--- config.mk ---
export PLATFORM = sky130hd
export DESIGN_NAME = wtu_top
export DESIGN_NICKNAME = d
export VERILOG_FILES = /design/src/shared/wtu_pkg.sv /design/src/shared/wtu_cnt_if.sv /design/src/verilog/wtu_counter.sv /design/src/verilog/wtu_top.sv
export SDC_FILE = /design/constraint.sdc
export NUM_CORES = 1
export LEC_CHECK = 0
export BUFFER_PORTS_ARGS = -buffer_cell sky130_fd_sc_hd__buf_2
export CORE_MARGIN = 2
export CORE_UTILIZATION = 40
export CTS_BUF_LIST = sky130_fd_sc_hd__clkbuf_4
export CTS_CLUSTER_SIZE = 24
export DETAILED_ROUTE_END_ITERATION = 6
export PLACE_DENSITY = 0.63
export SYNTH_ARGS = -nofsm -noshare
export SYNTH_HDL_FRONTEND = slang
export SYNTH_SLANG_ARGS = --single-unit
export TNS_END_PERCENT = 10
--- constraint.sdc ---
create_clock -name clock -period 2.2 [get_ports clock]
set_input_delay 0.44 -clock clock [delete_from_list [all_inputs] [get_ports clock]]
set_output_delay 0.44 -clock clock [all_outputs]
set_load 0.02 [all_outputs]
--- src/shared/wtu_pkg.sv ---
/*
 * Constants for the watchdog time-out unit: register offsets, field positions,
 * reset values and counter limits.
 * Assumes a 32-bit APB register port and a 24-bit watchdog down-counter.
 */
// What this block does
// - On first enable, load the counter from the reload register before counting.
// - Count down toward zero unless the core issues a refresh.
// - A refresh reloads the counter from the reload register; counting then resumes.
// - Reaching zero is a time-out event.
// - A time-out gives an interrupt or a system reset, chosen by an option bit.
// - Option bit 1 (unprogrammed) requests reset, in normal or stop; 0 requests interrupt.
// - A time-out reset sets the watchdog cause bit in the reset-cause register.
// - Interrupt mode: time-out requests an interrupt and sets the watchdog status flag.
// - After an interrupt-mode time-out the counter restarts from its maximum value.
// - Reading the reset-cause register clears the flag; until then a repeat time-out outside stop requests no interrupt.
// - Interrupt mode in stop: time-out requests stop recovery and the interrupt.
// - An interrupt-mode time-out in stop sets the status flag and the stop-recovery flag.
// - In debug mode the watchdog is refreshed continuously, so no time-out occurs.

package wtu_pkg;

    localparam int ADDR_W = 8;
    localparam int DATA_W = 32;
    localparam int CNT_W = 24;
    localparam int INT_W = 2;

    // register byte offsets
    localparam logic [7:0] OFS_CTRL = 8'h00;
    localparam logic [7:0] OFS_RELOAD = 8'h04;
    localparam logic [7:0] OFS_COUNT = 8'h08;
    localparam logic [7:0] OFS_CAUSE = 8'h0C;
    localparam logic [7:0] OFS_INT_STAT = 8'h10;
    localparam logic [7:0] OFS_INT_MASK = 8'h14;

    // field positions
    localparam int CTRL_EN_BIT = 0;
    localparam int CTRL_STOP_BIT = 8;
    localparam int CAUSE_TMO_BIT = 0;
    localparam int CAUSE_RST_BIT = 1;
    localparam int INT_TMO_BIT = 0;
    localparam int INT_STOP_BIT = 1;

    // counter limits and reset values
    localparam logic [CNT_W-1:0] CNT_ZERO = 24'h000000;
    localparam logic [CNT_W-1:0] CNT_MAX = 24'h0FFFFF;
    localparam logic [CNT_W-1:0] RELOAD_RST = 24'h00FFFF;
    localparam logic OPT_RST = 1'b1;
    localparam logic [INT_W-1:0] INT_MASK_RST = 2'h0;

endpackage : wtu_pkg

--- src/shared/wtu_cnt_if.sv ---
/*
 * Carrier between the watchdog control logic and its down-counter.
 * Assumes both ends share one clock and reset.
 */
`timescale 1ns/100ps
`default_nettype none

interface wtu_cnt_if;
    logic load;
    logic [wtu_pkg::CNT_W-1:0] load_val;
    logic dec;
    logic [wtu_pkg::CNT_W-1:0] count;
    logic is_zero;

    modport ctl (output load, output load_val, output dec, input count, input is_zero);
    modport cnt (input load, input load_val, input dec, output count, output is_zero);
endinterface : wtu_cnt_if

`default_nettype wire

--- src/verilog/wtu_counter.sv ---
/*
 * 24-bit watchdog down-counter with load and decrement strobes.
 * Assumes load and dec come from logic on the same clock; load wins.
 */
`timescale 1ns/100ps
`default_nettype none

module wtu_counter (
    input wire logic clock,
    input wire logic sys_rst,
    wtu_cnt_if.cnt cnt
);

    typedef struct packed {
        logic [wtu_pkg::CNT_W-1:0] count;
    } wtu_cnt_state_s;

    wtu_cnt_state_s s;
    wtu_cnt_state_s next_s;

    // load takes priority over counting down
    always_comb begin
        next_s = s;
        if (cnt.load) begin
            next_s.count = cnt.load_val;
        end else if (cnt.dec && s.count != wtu_pkg::CNT_ZERO) begin
            next_s.count = s.count - 24'h000001;
        end
    end

    always_ff @(posedge clock) begin
        if (sys_rst) begin
            s <= '{count: wtu_pkg::CNT_MAX};
        end else begin
            s <= next_s;
        end
    end

    // zero flag straight off the count register
    assign cnt.count = s.count;
    assign cnt.is_zero = (s.count == wtu_pkg::CNT_ZERO);

endmodule : wtu_counter

`default_nettype wire

--- src/verilog/wtu_top.sv ---
/*
 * Watchdog time-out unit: APB register slave, enable/refresh/time-out control,
 * reset-cause and stop-recovery flags, and a maskable level interrupt.
 * Assumes refresh, stop, debug and the option bit come from logic on the
 * same 40 MHz clock; por_rst clears what must survive a system reset.
 */
`timescale 1ns/100ps
`default_nettype none

module wtu_top (
    input wire logic clock,
    input wire logic sys_rst,
    input wire logic por_rst,
    input wire logic [wtu_pkg::ADDR_W-1:0] paddr,
    input wire logic psel,
    input wire logic penable,
    input wire logic pwrite,
    input wire logic [wtu_pkg::DATA_W-1:0] pwdata,
    output logic [wtu_pkg::DATA_W-1:0] prdata,
    output logic pready,
    output logic pslverr,
    input wire logic refresh_req,
    input wire logic stop_mode,
    input wire logic debug_mode,
    input wire logic timeout_response_select,
    output logic wdt_intr_req,
    output logic stop_recovery_req,
    output logic system_reset_req,
    output logic irq
);

    typedef struct packed {
        logic opt_caught;
        logic opt_reset;
        logic enable;
        logic enable_q;
        logic [wtu_pkg::CNT_W-1:0] reload;
        logic tmo_flag;
        logic rst_cause;
        logic stop_flag;
        logic [wtu_pkg::INT_W-1:0] int_stat;
        logic [wtu_pkg::INT_W-1:0] int_mask;
        logic [wtu_pkg::DATA_W-1:0] prdata;
        logic pready;
        logic pslverr;
        logic wdt_intr_req;
        logic stop_recovery_req;
        logic system_reset_req;
        logic irq;
    } wtu_state_s;

    localparam wtu_state_s RESET_S = '{
        opt_caught: 1'b0,
        opt_reset: wtu_pkg::OPT_RST,
        enable: 1'b0,
        enable_q: 1'b0,
        reload: wtu_pkg::RELOAD_RST,
        tmo_flag: 1'b0,
        rst_cause: 1'b0,
        stop_flag: 1'b0,
        int_stat: 2'h0,
        int_mask: wtu_pkg::INT_MASK_RST,
        prdata: 32'h00000000,
        pready: 1'b0,
        pslverr: 1'b0,
        wdt_intr_req: 1'b0,
        stop_recovery_req: 1'b0,
        system_reset_req: 1'b0,
        irq: 1'b0
    };

    wtu_state_s s;
    wtu_state_s next_s;

    wtu_cnt_if cnt_if ();

    wtu_counter u_counter (
        .clock(clock),
        .sys_rst(sys_rst || por_rst),
        .cnt(cnt_if.cnt)
    );

    // bus decode helpers
    logic addr_hit;
    logic [wtu_pkg::DATA_W-1:0] read_word;
    logic bus_done;
    logic bus_wr;
    logic bus_rd_cause;
    logic timeout;
    logic [wtu_pkg::INT_W-1:0] int_set;
    logic [wtu_pkg::INT_W-1:0] int_clr;

    // read mux, decoded during the first access cycle
    always_comb begin
        addr_hit = 1'b1;
        read_word = 32'h00000000;
        unique case (paddr)
            wtu_pkg::OFS_CTRL: begin
                read_word[wtu_pkg::CTRL_EN_BIT] = s.enable;
                read_word[wtu_pkg::CTRL_STOP_BIT] = s.stop_flag;
            end
            wtu_pkg::OFS_RELOAD: begin
                read_word[wtu_pkg::CNT_W-1:0] = s.reload;
            end
            wtu_pkg::OFS_COUNT: begin
                read_word[wtu_pkg::CNT_W-1:0] = cnt_if.count;
            end
            wtu_pkg::OFS_CAUSE: begin
                read_word[wtu_pkg::CAUSE_TMO_BIT] = s.tmo_flag;
                read_word[wtu_pkg::CAUSE_RST_BIT] = s.rst_cause;
            end
            wtu_pkg::OFS_INT_STAT: begin
                read_word[wtu_pkg::INT_W-1:0] = s.int_stat;
            end
            wtu_pkg::OFS_INT_MASK: begin
                read_word[wtu_pkg::INT_W-1:0] = s.int_mask;
            end
            default: begin
                addr_hit = 1'b0;
            end
        endcase
    end

    // transfer completes on the edge where pready is seen high
    assign bus_done = psel && penable && s.pready;
    assign bus_wr = bus_done && pwrite && !s.pslverr;
    assign bus_rd_cause = bus_done && !pwrite && !s.pslverr && paddr == wtu_pkg::OFS_CAUSE;

    // control, counter steering and register updates
    always_comb begin
        next_s = s;
        timeout = 1'b0;
        int_set = 2'h0;
        int_clr = 2'h0;
        cnt_if.load = 1'b0;
        cnt_if.load_val = s.reload;
        cnt_if.dec = 1'b0;
        next_s.wdt_intr_req = 1'b0;
        next_s.stop_recovery_req = 1'b0;
        next_s.system_reset_req = 1'b0;

        // option bit caught once after reset release, then held
        if (!s.opt_caught) begin
            next_s.opt_caught = 1'b1;
            next_s.opt_reset = timeout_response_select;
        end

        // apb: one wait state, pready and data from flops
        next_s.pready = psel && penable && !s.pready;
        if (psel && penable && !s.pready) begin
            next_s.prdata = pwrite ? 32'h00000000 : read_word;
            next_s.pslverr = !addr_hit;
        end else begin
            next_s.pslverr = 1'b0;
        end

        // register writes
        if (bus_wr) begin
            unique case (paddr)
                wtu_pkg::OFS_CTRL: next_s.enable = pwdata[wtu_pkg::CTRL_EN_BIT];
                wtu_pkg::OFS_RELOAD: next_s.reload = pwdata[wtu_pkg::CNT_W-1:0];
                wtu_pkg::OFS_INT_STAT: int_clr = pwdata[wtu_pkg::INT_W-1:0];
                wtu_pkg::OFS_INT_MASK: next_s.int_mask = pwdata[wtu_pkg::INT_W-1:0];
                default: ;
            endcase
        end
        next_s.enable_q = s.enable;

        if (bus_rd_cause) begin
            next_s.tmo_flag = 1'b0;
            next_s.rst_cause = 1'b0;
            next_s.stop_flag = 1'b0;
        end

        if (s.enable && !s.enable_q) begin
            cnt_if.load = 1'b1;
        end else if (s.enable && debug_mode) begin
            cnt_if.load = 1'b1;
        end else if (s.enable && refresh_req) begin
            cnt_if.load = 1'b1;
        end else if (s.enable && cnt_if.is_zero) begin
            timeout = 1'b1;
        end else if (s.enable) begin
            cnt_if.dec = 1'b1;
        end

        if (timeout && s.opt_reset) begin
            next_s.system_reset_req = 1'b1;
            next_s.rst_cause = 1'b1;
            cnt_if.load = 1'b1;
        end else if (timeout) begin
            cnt_if.load = 1'b1;
            cnt_if.load_val = wtu_pkg::CNT_MAX;
            // interrupt and status flag; set wins over a read clear
            next_s.tmo_flag = 1'b1;
            // outside stop, no repeat while flag still set
            next_s.wdt_intr_req = !s.tmo_flag;
            int_set[wtu_pkg::INT_TMO_BIT] = 1'b1;
            if (stop_mode) begin
                next_s.stop_recovery_req = 1'b1;
                next_s.wdt_intr_req = 1'b1;
                next_s.stop_flag = 1'b1;
                int_set[wtu_pkg::INT_STOP_BIT] = 1'b1;
            end
        end

        // sticky until cleared; set wins over write-one-clear
        next_s.int_stat = (s.int_stat & ~int_clr) | int_set;
        next_s.irq = |(next_s.int_stat & next_s.int_mask);
    end

    // cause bit must outlive the system reset it triggers
    always_ff @(posedge clock) begin
        if (por_rst) begin
            s <= RESET_S;
        end else if (sys_rst) begin
            s <= RESET_S;
            s.rst_cause <= s.rst_cause;
        end else begin
            s <= next_s;
        end
    end

    assign prdata = s.prdata;
    assign pready = s.pready;
    assign pslverr = s.pslverr;
    assign wdt_intr_req = s.wdt_intr_req;
    assign stop_recovery_req = s.stop_recovery_req;
    assign system_reset_req = s.system_reset_req;
    assign irq = s.irq;

endmodule : wtu_top

`default_nettype wire
# --- Word level (Yosys, flattened, before mapping) ---
# Cells that the tools add are included.
totals:
  ramBits: 0
  rom_bits: 0
  register_bits: 97
  latch_bits: 0
  word_cells: 106
  n_memories: 0
  inputBits: 50
  out_inout_bits: 38
op_classes:
  div_mod_pow: 0
  n_eq_ne: 5
  n_reduce_logical: 34
  mux: 41
  addsub: 1
  n_mul: 0
  order_cmp: 0
  bitwise: 7
  shifts: 0
op_table:
  columns: ["op", "n"]
  rows:
  - ["2-to-1 mux 24 bit", 5]
  - ["case mux 15 bit (2 select lines)", 1]
  - ["zero test 24 bit", 1]
  - ["nonzero test 24 bit", 1]
  - ["subtractor 24 x 1 -> 24 bit, second input constant", 1]
  - ["2-to-1 mux 1 bit", 23]
  - ["== test 8 x 4 -> 1 bit, second input constant", 2]
  - ["== test 8 x 5 -> 1 bit, second input constant", 2]
  - ["logical AND 1 bit", 14]
  - ["2-to-1 mux 2 bit", 7]
  - ["case mux 6 bit (2 select lines)", 1]
  - ["== test 8 x 3 -> 1 bit, second input constant", 1]
  - ["zero test 8 bit", 1]
  - ["zero test 1 bit", 6]
  - ["case mux 1 bit (6 select lines)", 1]
  - ["AND reduction 2 bit", 3]
  - ["OR reduction 6 bit", 1]
  - ["case mux 1 bit (5 select lines)", 1]
  - ["bitwise AND 2 bit", 2]
  - ["nonzero test 2 bit", 2]
  - ["OR reduction 2 bit", 2]
  - ["OR reduction 4 bit", 1]
  - ["2-to-1 mux 3 bit", 1]
  - ["inverter 1 bit", 3]
  - ["5 further kinds", 5]

# --- Depth between registers and ports, before layout ---
logic_depth:
  word_depth: 11
  ltp_mapped: 8
  ltp_nobuf: 7

# --- Modules after synthesis ---
# Synthesis repeated with hierarchy kept, for this count alone.
unflattened:
  cells_unflattened: 561
  hier_area_um2: 4611.9
modules_own_cells:
  columns: ["module", "seq_area_each_um2", "instances", "cells_per_inst", "area_per_inst_um2"]
  rows:
  - ["wtu_top", 1301.2, 1, 365, 3042.9]
  - ["wtu_counter", 480.5, 1, 196, 1569.0]

# --- Worst setup path before layout ---
# OpenSTA, ideal clock, no wires.
synth_path:
  kind: "in2reg"
  start: "in paddr[1] in the netlist's numbering"
  end: "reg s, in the netlist irq"
  setup_slack_ns: -0.109
  n_path_buf: 2
  path_stages: 7
  arrival_ns: 2.184
  setup_ns: 0.125
  t_required_ns: 2.075
  cell_sequence: "or4_1 buf_2 or3b_1 clkbuf_2 o41ai_1 a22o_1 nand3_1"
synth_between:
  elab_chain_cells: 8
  word_cells_on_any_way: 11
  cone_classes: "eq/ne (2); mux (4); bitwise (4); reduce/logical (1)"
synth_rtl:
  columns: ["item", "line_no", "rtl"]
  rows:
  - ["start, declared", "wtu_top.sv:14", "input wire logic [wtu_pkg::ADDR_W-1:0] paddr,"]
  - ["== test 8 x 5 -> 1 bit", "wtu_top.sv:159", "unique case (paddr)"]
  - ["2-to-1 mux 2 bit", "wtu_top.sv:159", null]
  - ["2-to-1 mux 2 bit", "wtu_top.sv:158", "if (bus_wr) begin"]
  - ["inverter 2 bit", "wtu_top.sv:208", "next_s.int_stat = (s.int_stat & ~int_clr) | int_set;"]
  - ["bitwise AND 2 bit", "wtu_top.sv:208", null]
  - ["bitwise OR 2 bit", "wtu_top.sv:208", null]
  - ["bitwise AND 2 bit (*)", "wtu_top.sv:209", "next_s.irq = |(next_s.int_stat & next_s.int_mask);"]
  - ["OR reduction 2 bit (*)", "wtu_top.sv:209", null]
  - ["end signal, assigned", "wtu_top.sv:220", "s <= next_s;"]
  - ["end, declared", "wtu_top.sv:72", "wtu_state_s s;"]
# Mark *: on every way between the ends. The rest lies on a longest branch, timed or not.
# A chain may end at the register's enable or synchronous reset.

# --- Worst setup path in the final report ---
layout_path:
  start: "reg u_counter.s, in the netlist u_counter.cnt.count[1]"
  end: "reg u_counter.s, in the netlist u_counter.cnt.count[16]"
layout_between:
  elab_chain_cells: 9
  word_cells_on_any_way: 21
  cone_classes: "add/sub (1); mux (14); reduce/logical (6)"
layout_rtl:
  columns: ["item", "line_no", "rtl"]
  rows:
  - ["start, declared", "wtu_counter.sv:18", "wtu_cnt_state_s s;"]
  - ["start signal, assigned", "wtu_counter.sv:33", "s <= '{count: wtu_pkg::CNT_MAX};"]
  - ["start signal, assigned", "wtu_counter.sv:35", "s <= next_s;"]
  - ["zero test 24 bit", "wtu_counter.sv:41", "assign cnt.is_zero = (s.count == wtu_pkg::CNT_ZERO);"]
  - ["logical AND 1 bit", "wtu_top.sv:181", "end else if (s.enable && cnt_if.is_zero) begin"]
  - ["2-to-1 mux 1 bit", "wtu_top.sv:181", null]
  - ["2-to-1 mux 1 bit", "wtu_top.sv:179", "end else if (s.enable && refresh_req) begin"]
  - ["2-to-1 mux 1 bit", "wtu_top.sv:177", "end else if (s.enable && debug_mode) begin"]
  - ["2-to-1 mux 1 bit", "wtu_top.sv:175", "if (s.enable && !s.enable_q) begin"]
  - ["2-to-1 mux 24 bit (tied with other cells)", "wtu_top.sv:191", "end else if (timeout) begin"]
  - ["2-to-1 mux 24 bit / 2-to-1 mux 1 bit (equally long branches)", "wtu_top.sv:187", "if (timeout && s.opt_reset) begin"]
  - ["2-to-1 mux 24 bit / nonzero test 2 bit (equally long branches)", null, null]
# Several ways; a longest one is shown, not always the timed one. The select of a mux whose other input is x is not followed.

==> flow_metrics.env <==
export IMPL_setup_ws_ns=0.05290
export IMPL_num_vias=4385
export IMPL_cp_start_kind="flop"
export IMPL_min_path_type="input port to flop"
export IMPL_cts_htree_levels=3
export IMPL_cts_hold_buffers=0
export IMPL_grt_use_total=0.2329
export IMPL_r2r_setup_slack_ns=0.05
export IMPL_cts_sinks=89
export IMPL_p_comb_frac=0.054
export IMPL_layout_drive_gt1_share=0.2678
export IMPL_slew_violations=0
export IMPL_synth_seq_area_share=0.4012
export IMPL_clk_pin_slew_worst_paths_ns=0.14
export IMPL_layout_min_cycle_time_ns=2.147
export IMPL_grt_pass1_vias=4279
export IMPL_max_freq_mhz=465.7
export IMPL_root_buffer="clkbuf_4"
export IMPL_finalPower_uw=2719
export IMPL_ys_ff_latch=89
export IMPL_fin_worst_skew_ns=0.01861
export IMPL_power_share_sequential=0.595
export IMPL_grt_ovfl_total=0
export IMPL_synthFlopType="dfxtp_1"
export IMPL_numCtsBuffers=9
export IMPL_place_hpwl_mm=9.808
export IMPL_drv_cap=0
export IMPL_clock_path_buffers=2
export IMPL_critical_path_class="flop to flop"
export IMPL_power_switching_uw=686.5
export IMPL_powerDensity_nw_per_um2=511.0
export IMPL_grt_max_degree=29
export IMPL_regMostFlops="s"
export IMPL_hold_viol=0
export IMPL_viasPerCell=5.579
export IMPL_coreArea_um2=10840
export IMPL_layout_commonest_cell="nand2_1"
export IMPL_end_kind="flop"
export IMPL_arrival_ns=2.50
export IMPL_slew_headroom=0.5941
export IMPL_status="finished, final reports clean"
export IMPL_grt_pass1_wl_mm=21.45
export IMPL_num_fill_cells=1118
export IMPL_die_y_um=109.4
export IMPL_routabilityCongestion=0.9416
export IMPL_syn_inst=555
export IMPL_antenna_cells=0
export IMPL_synth_async_reset_ratio=0
export IMPL_drtIter0Drc=231
export IMPL_fin_nets=693
export IMPL_clockPowerShare=0.351
export IMPL_dr_pass1_iters=5
export IMPL_ff_latch_area_um2=1783
export IMPL_worst_pin_slew_ns=0.6075
export IMPL_antenna_found_initial=0
export IMPL_floorplan_initialDensity=0.4096
export IMPL_p_leak_uw=0.002080
export IMPL_most_common_layout_cells="nand2_1 (98), dfxtp_1 (88), buf_2 (71)"
export IMPL_synthDistinctLibCells=67
export IMPL_netlist_area_um2=4441
export IMPL_area_growth_pct=19.84
export IMPL_wl_mm=13.30
export IMPL_swShare=0.2525
export IMPL_yosys_warnings=0
export IMPL_clk_latency_ns=0.47
export IMPL_die_area_um2=11960
export IMPL_rows=38
export IMPL_largest_reg_flops=34
export IMPL_cts_tree="done"
export IMPL_worstPathRequired_ns=2.56
export IMPL_place_ws_ns=-0.1870
export IMPL_p_int_uw=2033
export IMPL_rsz0062_at_grt="yes"
export IMPL_vdd_ir_drop_max_uv=272.0
export IMPL_setup_violations_final=0
export IMPL_die_x_um=109.4
export IMPL_portBuffers=71
export IMPL_drc=0
export IMPL_period_share=0.9760
export IMPL_ant_nets=0
export IMPL_syn_area_per_cell_um2=8.001
export IMPL_cp_max_fo=4
export IMPL_routedWlPerCell_um=16.92
export IMPL_synth_edf_count=0
export IMPL_io_pins=88
export IMPL_multi_input_area_um2=2315
==> cells in the mapped netlist (3+ instances only) <==
cell type  number  area, um2
or4_1           3      22.52
o41ai_1         3      26.28
and3_1          5      31.28
nor4_1         11      68.82
o21ai_1         4      20.02
a221oi_1        3      26.28
nand3b_1        3      22.52
inv_1           9      33.78
and4_1          3      26.28
dfxtp_1        89       1782
nor3b_1         3      22.52
buf_4          32      240.2
or3_1           5      31.28
a21oi_1        28      140.1
nand4_1         8      50.05
nor2_1         25      93.84
or2_2           3      18.77
nand2b_1        4      25.02
xnor2_1         4      35.03
or3b_2          3      26.28
nand2_1        98      367.9
nor3_1         15      75.07
a221o_1         3      30.03
clkbuf_1       26      97.59
o21ai_0        45      225.2
buf_1           4      15.01
buf_2           5      25.02
a22oi_1        22      165.2
nand3_1        24      120.1
a31oi_1         4      25.02
o211ai_1        9      67.56
mux2i_1         6      60.06
==> cells by family (layout without fill, tap and decap cells) <==
kind of cell	after synthesis	count (layout)	share of synthesized area
flops	89	89	0.4012
mux	7	7	0.01860
other cells	1	8	0.0008445
xor+xnor	6	6	0.01183
compound gates	146	146	0.2099
fa+ha+maj	2	2	0.005634
simple gates	227	227	0.2581
buf+inv	77	161	0.09382
==> path summary, 6_finish.rpt <==
check / start / to / cells past startpoint
worst max-delay path: u_counter.cnt.count[1] / u_counter.cnt.count[16] / 7
worst min-delay path: pwdata[12] / s[57] / 3
worst max register to register: u_counter.cnt.count[1] / u_counter.cnt.count[16] / 7
worst min register to register: prdata[5] / prdata[5] / 2
==> critical path: stages (launching register included) <==
cell and delay (ns):
dfxtp_1 0.34, inv_1 0.07, buf_4 0.11, ha_1 0.21, or3b_2 0.52, o41ai_1 0.43
o221ai_1 0.18, o21bai_1 0.18
==> area by class of cell <==
class                           count  share of cell area
Clock buffer                       10             0.01411
Clock inverter                      6             0.01270
Inverter                            9            0.006348
Multi-Input combinational cell    396              0.4350
Sequential cell                    89              0.3351
Tap cell                          140             0.03292
Timing Repair Buffer              136              0.1639
==> routing by layer <==
layer / vias to the layer above / global-route usage / part of all wire
li1: 2146 / - / -
met2: 150 / 0.3951 / 0.48
met1: 2061 / 0.2981 / 0.44
met5: - / 0 / 0
met3: 28 / 0.03497 / 0.055
met4: 0 / 0.08951 / 0.026
==> power by group through the flow <==
stage	logic (uW)	registers [uW]	clock network, uW
4_1_cts	148	1620	975
2_1_floorplan	82.5	1650	0
6_report	148	1620	954
5_1_grt	162	1620	1040
3_5_place_dp	148	1650	0
3_3_place_gp	145	1650	0
==> metrics by stage <==
stage	hold slack (ns)	std cells	TNS, ns	utilization	cell area, um2
6_report	0.1696	786	0	0.4909	5321
2_1_floorplan	0.4227	562	-0.06364	-	4494
4_1_cts	0.1591	786	0	0.4885	5295
3_5_place_dp	0.4390	770	-6.547	0.4753	5152
3_3_place_gp	0.4361	770	-5.014	0.4753	5152
5_1_grt	0.1679	786	-0.07016	0.4909	5321
==> timing repair <==
item | in CTS | in global routing
resized for setup | 0 | 7
endpoints found under the setup margin | 0 | 11
setup buffers | 0 | 0
Note: power is estimated with default switching activity, not from simulation.
